`config.mk`:
```
export PLATFORM = sky130hd
export DESIGN_NAME = watchdog_timer_control
export DESIGN_NICKNAME = d
export VERILOG_FILES = /design/src/wdt_pkg.sv /design/src/watchdog_timer_control.sv /design/src/wdt_ratio.sv /design/src/wdt_sync.sv
export SDC_FILE = /design/constraint.sdc
export NUM_CORES = 1
export LEC_CHECK = 0
export ABC_AREA = 1
export BUFFER_PORTS_ARGS = -buffer_cell sky130_fd_sc_hd__buf_4
export CORE_MARGIN = 3
export CORE_UTILIZATION = 40
export CTS_CLUSTER_SIZE = 10
export DETAILED_ROUTE_END_ITERATION = 16
export MAX_ROUTING_LAYER = met4
export PLACE_DENSITY = 0.58
export SYNTH_ARGS = -nofsm -noshare
export SYNTH_HDL_FRONTEND = slang
export SYNTH_HIERARCHICAL = 1
export SYNTH_SLANG_ARGS = --single-unit
export TNS_END_PERCENT = 50
```
`constraint.sdc`:
```
create_clock -name pclk -period 3.8 [get_ports pclk]
set_clock_uncertainty 0.1 [all_clocks]
set_input_delay 0.76 -clock pclk [delete_from_list [all_inputs] [get_ports pclk]]
set_output_delay 0.76 -clock pclk [all_outputs]
set_load 0.02 [all_outputs]
```
`src/wdt_pkg.sv`:
```
// package of constants for the watchdog timer block
//----------------------------------------------------------------------
// What this block does
// - clear count on reset, clear, sleep edges, write
// - in sleep, count only if mode allows
// - time-out asleep wakes, never resets
// - sleep time-out zeroes timeout and powerdown status
// - any time-out clears watchdog reset flag
// - bit 7 selects secondary or internal oscillator
// - prescale field bits 5:1, ratio 32 doubling
// - reserved prescale codes use ratio 1:32
// - prescale resets to code 01011, 1:65536
// - software enable obeyed only in mode 01
// - internal oscillator intervals 1 ms to 256 s
// - mode field selects always, awake, software, off
// - awake time-out without clear resets device
//----------------------------------------------------------------------
package wdt_pkg;
	// register byte addresses
	localparam logic [11:0] watchdog_control_addr = 12'h18c;
	localparam logic [11:0] irq_status_addr       = 12'h190;
	localparam logic [11:0] irq_mask_addr         = 12'h194;
	localparam logic [11:0] state_addr            = 12'h198;
	// field positions inside the control register
	localparam int clock_select_bit  = 7;
	localparam int unused_bit        = 6;
	localparam int prescale_lsb      = 1;
	localparam int software_enable_bit = 0;
	// reset values and prescale code limits
	localparam logic [4:0] prescale_reset  = 5'h0b;
	localparam logic [4:0] prescale_max    = 5'h12;
	localparam logic [4:0] prescale_min    = 5'h00;
	localparam logic [7:0] control_reset   = 8'h16;
	// base ratio exponent: code 0 gives 2**5
	localparam int ratio_base_log2 = 5;
	// nominal interval figures with the internal oscillator
	localparam int min_interval_ms = 1;
	localparam int max_interval_s  = 256;
	// operating modes of the configuration field
	localparam logic [1:0] mode_off      = 2'h0;
	localparam logic [1:0] mode_software = 2'h1;
	localparam logic [1:0] mode_awake    = 2'h2;
	localparam logic [1:0] mode_always   = 2'h3;
	// interrupt status bit positions
	localparam int irq_timeout_bit = 0;
	localparam int irq_wake_bit    = 1;
	// count width: enough for 2**23
	localparam int count_width = 24;
endpackage

```
`src/watchdog_timer_control.sv`:
```
// watchdog timer with apb control register and interrupt status
`timescale 1ns/1ps
`default_nettype none
module watchdog_timer_control
(
	input  wire logic        pclk,
	input  wire logic        presetn,
	input  wire logic        psel,
	input  wire logic        penable,
	input  wire logic        pwrite,
	input  wire logic [11:0] paddr,
	input  wire logic [31:0] pwdata,
	input  wire logic [3:0]  pstrb,
	output logic      [31:0] prdata,
	output logic             pready,
	output logic             pslverr,
	input  wire logic        secondary_oscillator,
	input  wire logic        internal_low_freq_oscillator,
	input  wire logic [1:0]  config_mode_field,
	input  wire logic        watchdog_clear_instruction,
	input  wire logic        sleep_active,
	output logic             device_reset,
	output logic             wake_up,
	output logic             timeout_status_n,
	output logic             powerdown_status_n,
	output logic             watchdog_reset_flag_n,
	output logic             irq
);
	//----------------------------------------------------------------------
	// state
	//----------------------------------------------------------------------
	typedef struct packed {
		logic [7:0]                       control;   // control register image
		logic [wdt_pkg::count_width-1:0] count;     // time base edge count
		logic                             base_d;    // last time base level
		logic                             sleep_d;   // last sleep level
		logic [1:0]                       irq_stat;  // sticky events
		logic [1:0]                       irq_mask;  // event enables
		logic [31:0]                      rdata;     // read data
		logic                             ready;     // access answer
		logic                             err;       // unmapped answer
		logic                             rst;       // device reset pulse
		logic                             wake;      // wake pulse
		logic                             to_n;      // timeout status
		logic                             pd_n;      // powerdown status
		logic                             watchdog_reset_flag_n_n;    // watchdog reset flag
		logic                             irq;       // interrupt line
	} state_t;

	state_t st_r;  // registered state
	state_t st_nxt; // next state

	logic secondary_oscillator_s;     // synchronised secondary oscillator
	logic lfosc_s;    // synchronised internal oscillator
	logic clr_s;      // synchronised clear instruction
	logic sleep_s;    // synchronised sleep level
	logic [1:0] mode_s0; // synchronised mode bits
	logic [wdt_pkg::count_width-1:0] terminal; // selected ratio

	//----------------------------------------------------------------------
	// input synchronisers
	//----------------------------------------------------------------------
	wdt_sync u_sync_secondary_oscillator (.pclk(pclk), .presetn(presetn), .d(secondary_oscillator), .q(secondary_oscillator_s));
	wdt_sync u_sync_lf   (.pclk(pclk), .presetn(presetn), .d(internal_low_freq_oscillator), .q(lfosc_s));
	wdt_sync u_sync_clr  (.pclk(pclk), .presetn(presetn), .d(watchdog_clear_instruction), .q(clr_s));
	wdt_sync u_sync_slp  (.pclk(pclk), .presetn(presetn), .d(sleep_active), .q(sleep_s));
	genvar gi;
	generate
		for (gi = 0; gi < 2; gi++)
		begin : g_mode
			wdt_sync u_sync_mode (.pclk(pclk), .presetn(presetn), .d(config_mode_field[gi]), .q(mode_s0[gi]));
		end
	endgenerate

	// prescale decode
	wdt_ratio u_ratio (.code(st_r.control[5:1]), .terminal(terminal));

	//----------------------------------------------------------------------
	// activity decode for a mode, sleep level and enable
	//----------------------------------------------------------------------
	function automatic logic wdt_active(input logic [1:0] mode, input logic asleep, input logic software_enable);
		unique case (mode)
			wdt_pkg::mode_always:   wdt_active = 1'b1;
			wdt_pkg::mode_awake:    wdt_active = !asleep;
			wdt_pkg::mode_software: wdt_active = software_enable;
			wdt_pkg::mode_off:      wdt_active = 1'b0;
		endcase
	endfunction

	//----------------------------------------------------------------------
	// next state
	//----------------------------------------------------------------------
	always_comb
	begin
		logic base;
		logic tick;
		logic active;
		logic wr_acc;
		logic rd_acc;
		logic ctrl_wr;
		logic clear;
		logic timeout;
		logic [1:0] events;
		base    = 1'b0;
		tick    = 1'b0;
		active  = 1'b0;
		wr_acc  = 1'b0;
		rd_acc  = 1'b0;
		ctrl_wr = 1'b0;
		clear   = 1'b0;
		timeout = 1'b0;
		events  = 2'h0;
		st_nxt  = st_r;

		// bus access phase, answered in one cycle
		wr_acc = psel && penable && pwrite && !st_r.ready;
		rd_acc = psel && penable && !pwrite && !st_r.ready;
		ctrl_wr = wr_acc && (paddr == wdt_pkg::watchdog_control_addr) && pstrb[0];

		// time base choice and edge detect
		base = st_r.control[wdt_pkg::clock_select_bit] ? secondary_oscillator_s : lfosc_s;
		tick = base && !st_r.base_d;
		st_nxt.base_d = base;
		st_nxt.sleep_d = sleep_s;

		// sleep mode level handling
		active = wdt_active(mode_s0, sleep_s, st_r.control[wdt_pkg::software_enable_bit]);

		// clearing events
		clear = clr_s || (sleep_s != st_r.sleep_d) || ctrl_wr;

		// counting
		timeout = active && tick && (st_r.count + 1'b1 >= terminal);
		if (clear || !active)
			st_nxt.count = '0;
		else if (timeout)
			st_nxt.count = '0;
		else if (tick)
			st_nxt.count = st_r.count + 1'b1;

		// time-out effects
		st_nxt.rst  = timeout && !sleep_s && !clear;
		st_nxt.wake = timeout && sleep_s && !clear;
		if (timeout && !clear)
		begin
			st_nxt.watchdog_reset_flag_n_n = 1'b0;
			if (sleep_s)
			begin
				st_nxt.to_n = 1'b0;
				st_nxt.pd_n = 1'b0;
			end
		end

		// register writes
		if (ctrl_wr)
		begin
			st_nxt.control = pwdata[7:0] & ~(8'h01 << wdt_pkg::unused_bit);
		end
		if (wr_acc && paddr == wdt_pkg::irq_mask_addr && pstrb[0])
			st_nxt.irq_mask = pwdata[1:0];

		// sticky events, set wins over the write-one clear
		events[wdt_pkg::irq_timeout_bit] = st_nxt.rst;
		events[wdt_pkg::irq_wake_bit]    = st_nxt.wake;
		if (wr_acc && paddr == wdt_pkg::irq_status_addr && pstrb[0])
			st_nxt.irq_stat = (st_r.irq_stat & ~pwdata[1:0]) | events;
		else
			st_nxt.irq_stat = st_r.irq_stat | events;
		st_nxt.irq = |(st_nxt.irq_stat & st_nxt.irq_mask);

		// read data and answer
		st_nxt.ready = (psel && penable && !st_r.ready);
		st_nxt.err   = 1'b0;
		st_nxt.rdata = 32'h0;
		if (psel && penable && !st_r.ready)
		begin
			unique case (paddr)
				wdt_pkg::watchdog_control_addr: st_nxt.rdata = {24'h0, st_r.control};
				wdt_pkg::irq_status_addr:       st_nxt.rdata = {30'h0, st_r.irq_stat};
				wdt_pkg::irq_mask_addr:         st_nxt.rdata = {30'h0, st_r.irq_mask};
				wdt_pkg::state_addr:            st_nxt.rdata = {21'h0, st_r.watchdog_reset_flag_n_n, st_r.pd_n, st_r.to_n, active, sleep_s, mode_s0, 4'h0};
				default:                        st_nxt.err   = 1'b1;
			endcase
			if (!rd_acc)
				st_nxt.rdata = 32'h0;
		end
	end

	//----------------------------------------------------------------------
	// state register
	//----------------------------------------------------------------------
	always_ff @(posedge pclk or negedge presetn)
	begin
		if (!presetn)
		begin
			st_r         <= '0;
			st_r.control <= wdt_pkg::control_reset;
			st_r.to_n    <= 1'b1;
			st_r.pd_n    <= 1'b1;
			st_r.watchdog_reset_flag_n_n  <= 1'b1;
		end
		else
			st_r <= st_nxt;
	end

	// outputs straight from the state register
	assign prdata               = st_r.rdata;
	assign pready               = st_r.ready;
	assign pslverr              = st_r.err;
	assign device_reset         = st_r.rst;
	assign wake_up              = st_r.wake;
	assign timeout_status_n     = st_r.to_n;
	assign powerdown_status_n   = st_r.pd_n;
	assign watchdog_reset_flag_n = st_r.watchdog_reset_flag_n_n;
	assign irq                  = st_r.irq;
endmodule
`default_nettype wire

```
`src/wdt_ratio.sv`:
```
// decoder from prescale code to terminal count
`timescale 1ns/1ps
`default_nettype none
module wdt_ratio
(
	input  wire logic [4:0]                       code,
	output logic      [wdt_pkg::count_width-1:0] terminal
);
	//----------------------------------------------------------------------
	// ratio 2**(code+5), reserved codes fall back to the minimum
	//----------------------------------------------------------------------
	always_comb
	begin
		if (code > wdt_pkg::prescale_max)
			terminal = wdt_pkg::count_width'(1) << wdt_pkg::ratio_base_log2;
		else
			terminal = wdt_pkg::count_width'(1) << (5'(wdt_pkg::ratio_base_log2) + code);
	end
endmodule
`default_nettype wire

```
`src/wdt_sync.sv`:
```
// two flip-flop synchroniser for one level
`timescale 1ns/1ps
`default_nettype none
module wdt_sync
(
	input  wire logic pclk,
	input  wire logic presetn,
	input  wire logic d,
	output logic      q
);
	logic meta_r; // first stage, read only by the second
	//----------------------------------------------------------------------
	// two stage capture
	//----------------------------------------------------------------------
	always_ff @(posedge pclk or negedge presetn)
	begin
		if (!presetn)
		begin
			meta_r <= 1'b0;
			q      <= 1'b0;
		end
		else
		begin
			meta_r <= d;
			q      <= meta_r;
		end
	end
endmodule
`default_nettype wire
```
==> results_dict.tcl <==
set metrics [dict create \
    place.gp.congestion 0.870 \
    cts-root-buf "clkbuf_8" \
    wl_per_cell_um 12.5 \
    slowest_stage "dfrtp_1" \
    min_period_ns 3.22 \
    drt_iter0_markers 189 \
    syn_area_um2 4360 \
    tightest_slew_ns 0.814 \
    cp_top_family "simple AND/OR/NAND/NOR gates" \
    grt_usage 0.173 \
    end_kind "flop" \
    cts.sinks 66 \
    min_path_cells 0 \
    final_design_area_no_fill_um2 4920 \
    layout-drive-gt1-share 0.195 \
    rrSetupSlack_ns 0.58 \
    power_mw 1.57 \
    final_max_slew_viol_count 0 \
    diodes 0 \
    cp.arrival_ns 3.35 \
    cts_buffers 9 \
    rr_startpoint "st_r[46]" \
    worstHoldEndpoint "u_sync_slp/q" \
    synthArstFlopShare 1.00 \
    drc 0 \
    multi_input_area_um2 2110 \
    cts.clk_slew.worst_paths_ns 0.09 \
    gr-total-overflow 0 \
    grt_pass1_vias 3302 \
    grt_pass1_wl_um 15800 \
    critPathRequiredTime_ns 3.93 \
    cp_max_fo 5 \
    worstReg2RegEnd "irq" \
    cts_setup_buffers 0 \
    dp_hpwl_um 7170 \
    clock_path_buffers 2 \
    vias 3407 \
    row_count 37 \
    htree_levels 3 \
    cpMostUsedCell "nand2_1" \
    place_area_um2 4660 \
    powerDensity_nw_per_um2 319 \
    postSynthAreaPerCell_um2 7.94 \
    fin_crit_sh 0.848 \
    finalCoreUtilization 0.470 \
    viasPerCell 4.65 \
    status "finished, final reports clean" \
    fin_nets 675 \
    port_buffers 49 \
    grt_max_degree 67 \
    setup_tns_ns 0 \
    synth.yosys.seq_area_share 0.380 \
    setup_viol 0 \
    antenna_found_initial 0 \
    peakVddDrop_v 0.000263 \
    rsz0062_at_grt "no" \
    cpPeakStageDelay_ns 0.42 \
    syn_to_final_growth_pct 12.8 \
    core_um2 10500 \
    wl_um 9130 \
    initial_core_util 0.417 \
    syn_inst 549 \
    synth_edf_count 0 \
    io_pins 99 \
    crit_type "flop to flop" \
    max_cap_violations 0 \
    drtAntennaViolNets 0 \
    p_leak_nw 2.58 \
    maxSlewHeadroom 0.457 \
    worstPathBufferInverterCount 1 \
    ys_types 42 \
    fill_cells 1004 \
    clk_latency_ns 0.35 \
    hold_violations 0 \
    fmax_mhz 310 \
    reg2regPathDepth 16 \
    path_cells "ha_1 > nand3_1 > inv_1 > nand2_2 > nor2_1 > nand4_1 > xnor2_1 > ha_1 > nand2_1 > nor2_1 > a21oi_1 > nand3_2 > nand3_1 > nand2_1 > nand2_1 > nand2_1" \
    yosysWarnings 6 \
    layout.area.seq_um2 1660 \
    min_path_type "flop to flop" \
    start_kind "flop" \
    die_w_um 110 \
    holdBufCountCts 0 \
    ys_ff_latch 66 \
    synth_ff_type "dfrtp_1" \
    floorplan.die_area_um2 12200 \
    hp-start "u_sync_slp/meta_r" \
    ctsResizeCount 0 \
    first_pass_iters 4 \
    die_h_um 110 \
    cts_tree "yes" \
]
-- synth_stat cells (4+ instances only) --
| cell type | instances | share of area |
|---|---|---|
| buf_4 | 40 | 0.069 |
| mux2_2 | 5 | 0.013 |
| inv_2 | 6 | 0.0052 |
| inv_1 | 88 | 0.076 |
| nand3_2 | 5 | 0.011 |
| nor2_2 | 6 | 0.0086 |
| nor3_1 | 9 | 0.010 |
| nand4_1 | 13 | 0.019 |
| nor4_1 | 5 | 0.0072 |
| nand3_1 | 30 | 0.034 |
| ha_1 | 25 | 0.072 |
| xnor2_1 | 5 | 0.010 |
| o22ai_1 | 5 | 0.0072 |
| a21oi_1 | 11 | 0.013 |
| nand2_2 | 7 | 0.010 |
| xor2_1 | 13 | 0.026 |
| o21ai_0 | 20 | 0.023 |
| nor2_4 | 4 | 0.010 |
| nor2_1 | 42 | 0.036 |
| nand2_1 | 120 | 0.10 |
| dfrtp_1 | 61 | 0.35 |
| dfstp_2 | 5 | 0.030 |
-- layout make-up --
class	count	share of cell area
inverters	95	0.0730
clock inverters	7	0.0265
well taps	136	0.0346
clock buffers	9	0.0252
multi-input cells	370	0.429
flip-flops and latches	66	0.337
repair buffers	49	0.0748
-- worst reg2reg max path: stages (launching register included) --
cell and delay (ns):
dfrtp_1 0.42, ha_1 0.21, nand3_1 0.11, inv_1 0.16
nand2_2 0.13, nor2_1 0.18, nand4_1 0.16, xnor2_1 0.30
ha_1 0.29, nand2_1 0.06, nor2_1 0.05, a21oi_1 0.30
nand3_2 0.22, nand3_1 0.20, nand2_1 0.09, nand2_1 0.08
nand2_1 0.06
-- stage by stage --
step                hold slack (ns)  setup slack (ns)  instances
finish                        0.253             0.576        732
global route                  0.263             0.286        732
detailed placement            0.235             0.596        716
floorplan                     0.231              1.12        573
CTS                           0.255             0.557        732
global placement              0.234             0.649        716
-- layout by cell type, fill, tap and decap left out, drive strengths merged --
| master | n |
|---|---|
| xor2 | 14 |
| ha | 25 |
| dfstp | 5 |
| buf | 49 |
| xnor2 | 6 |
| or2 | 3 |
| o22ai | 5 |
| inv | 99 |
| clkbuf | 9 |
| o21bai | 1 |
| o21ai | 20 |
| nand2 | 129 |
| conb | 26 |
| a21oi | 11 |
| bufinv | 3 |
| a31oi | 1 |
| nand4 | 14 |
| nand3b | 1 |
| nor4 | 5 |
| dfrtp | 61 |
| nand3 | 36 |
| nor2 | 53 |
| nor3 | 12 |
| mux2 | 5 |
| a21o | 1 |
| a21boi | 2 |
-- routing by layer --
metal  vias up  share of wire  track usage
li1       1745              -            -
met4         0          0.013       0.0528
met1      1562           0.48        0.227
met5         -              0            -
met2        91           0.45        0.265
met3         9          0.065       0.0419
-- cells by family (layout without fill, tap and decap cells) --
| logic type | after synthesis | count (layout) | share of synthesized area |
|---|---|---|---|
| xor+xnor | 20 | 20 | 0.0436 |
| compound gates | 41 | 41 | 0.0511 |
| buf+inv | 137 | 160 | 0.156 |
| simple gates | 253 | 253 | 0.282 |
| flops | 66 | 66 | 0.380 |
| mux | 5 | 5 | 0.0129 |
| fa+ha+maj | 25 | 25 | 0.0718 |
| other cells | 2 | 26 | 0.00172 |
-- power breakdown --
| group | total, mW | internal (mW) | leakage, nW | switching (mW) |
|---|---|---|---|---|
| Sequential | 0.715 | 0.711 | 0.859 | 0.00408 |
| Combinational | 0.0924 | 0.0300 | 1.60 | 0.0623 |
| Clock | 0.761 | 0.450 | 0.128 | 0.311 |
-- worst max-delay path by stage --
stage,end,start,slack (ns),cells after the start
5_1_grt,st_r[60],st_r[46],0.29,19
6_report,irq,st_r[46],0.58,16
2_1_floorplan,st_r[60],st_r[46],1.12,19
3_3_place_gp,st_r[64],st_r[46],0.65,15
4_1_cts,st_r[64],st_r[46],0.56,15
3_5_place_dp,st_r[64],st_r[46],0.60,15
-- flip-flops by register name (all words and copies together), names as in the netlist --
name and flops:
irq 1, u_sync_clr/meta_r 1, u_sync_lf/q 1, pslverr 1, u_sync_secondary_oscillator/meta_r 1, u_sync_slp/q 1, wake_up 1, u_sync_secondary_oscillator/q 1
u_sync_lf/meta_r 1, watchdog_reset_flag_n 1, u_sync_clr/q 1, u_sync_slp/meta_r 1, device_reset 1, powerdown_status_n 1, g_mode.u_sync_mode/meta_r 2, prdata 10
g_mode.u_sync_mode/q 2, st_r 37, pready 1
Power figures use the tool's default switching activity.
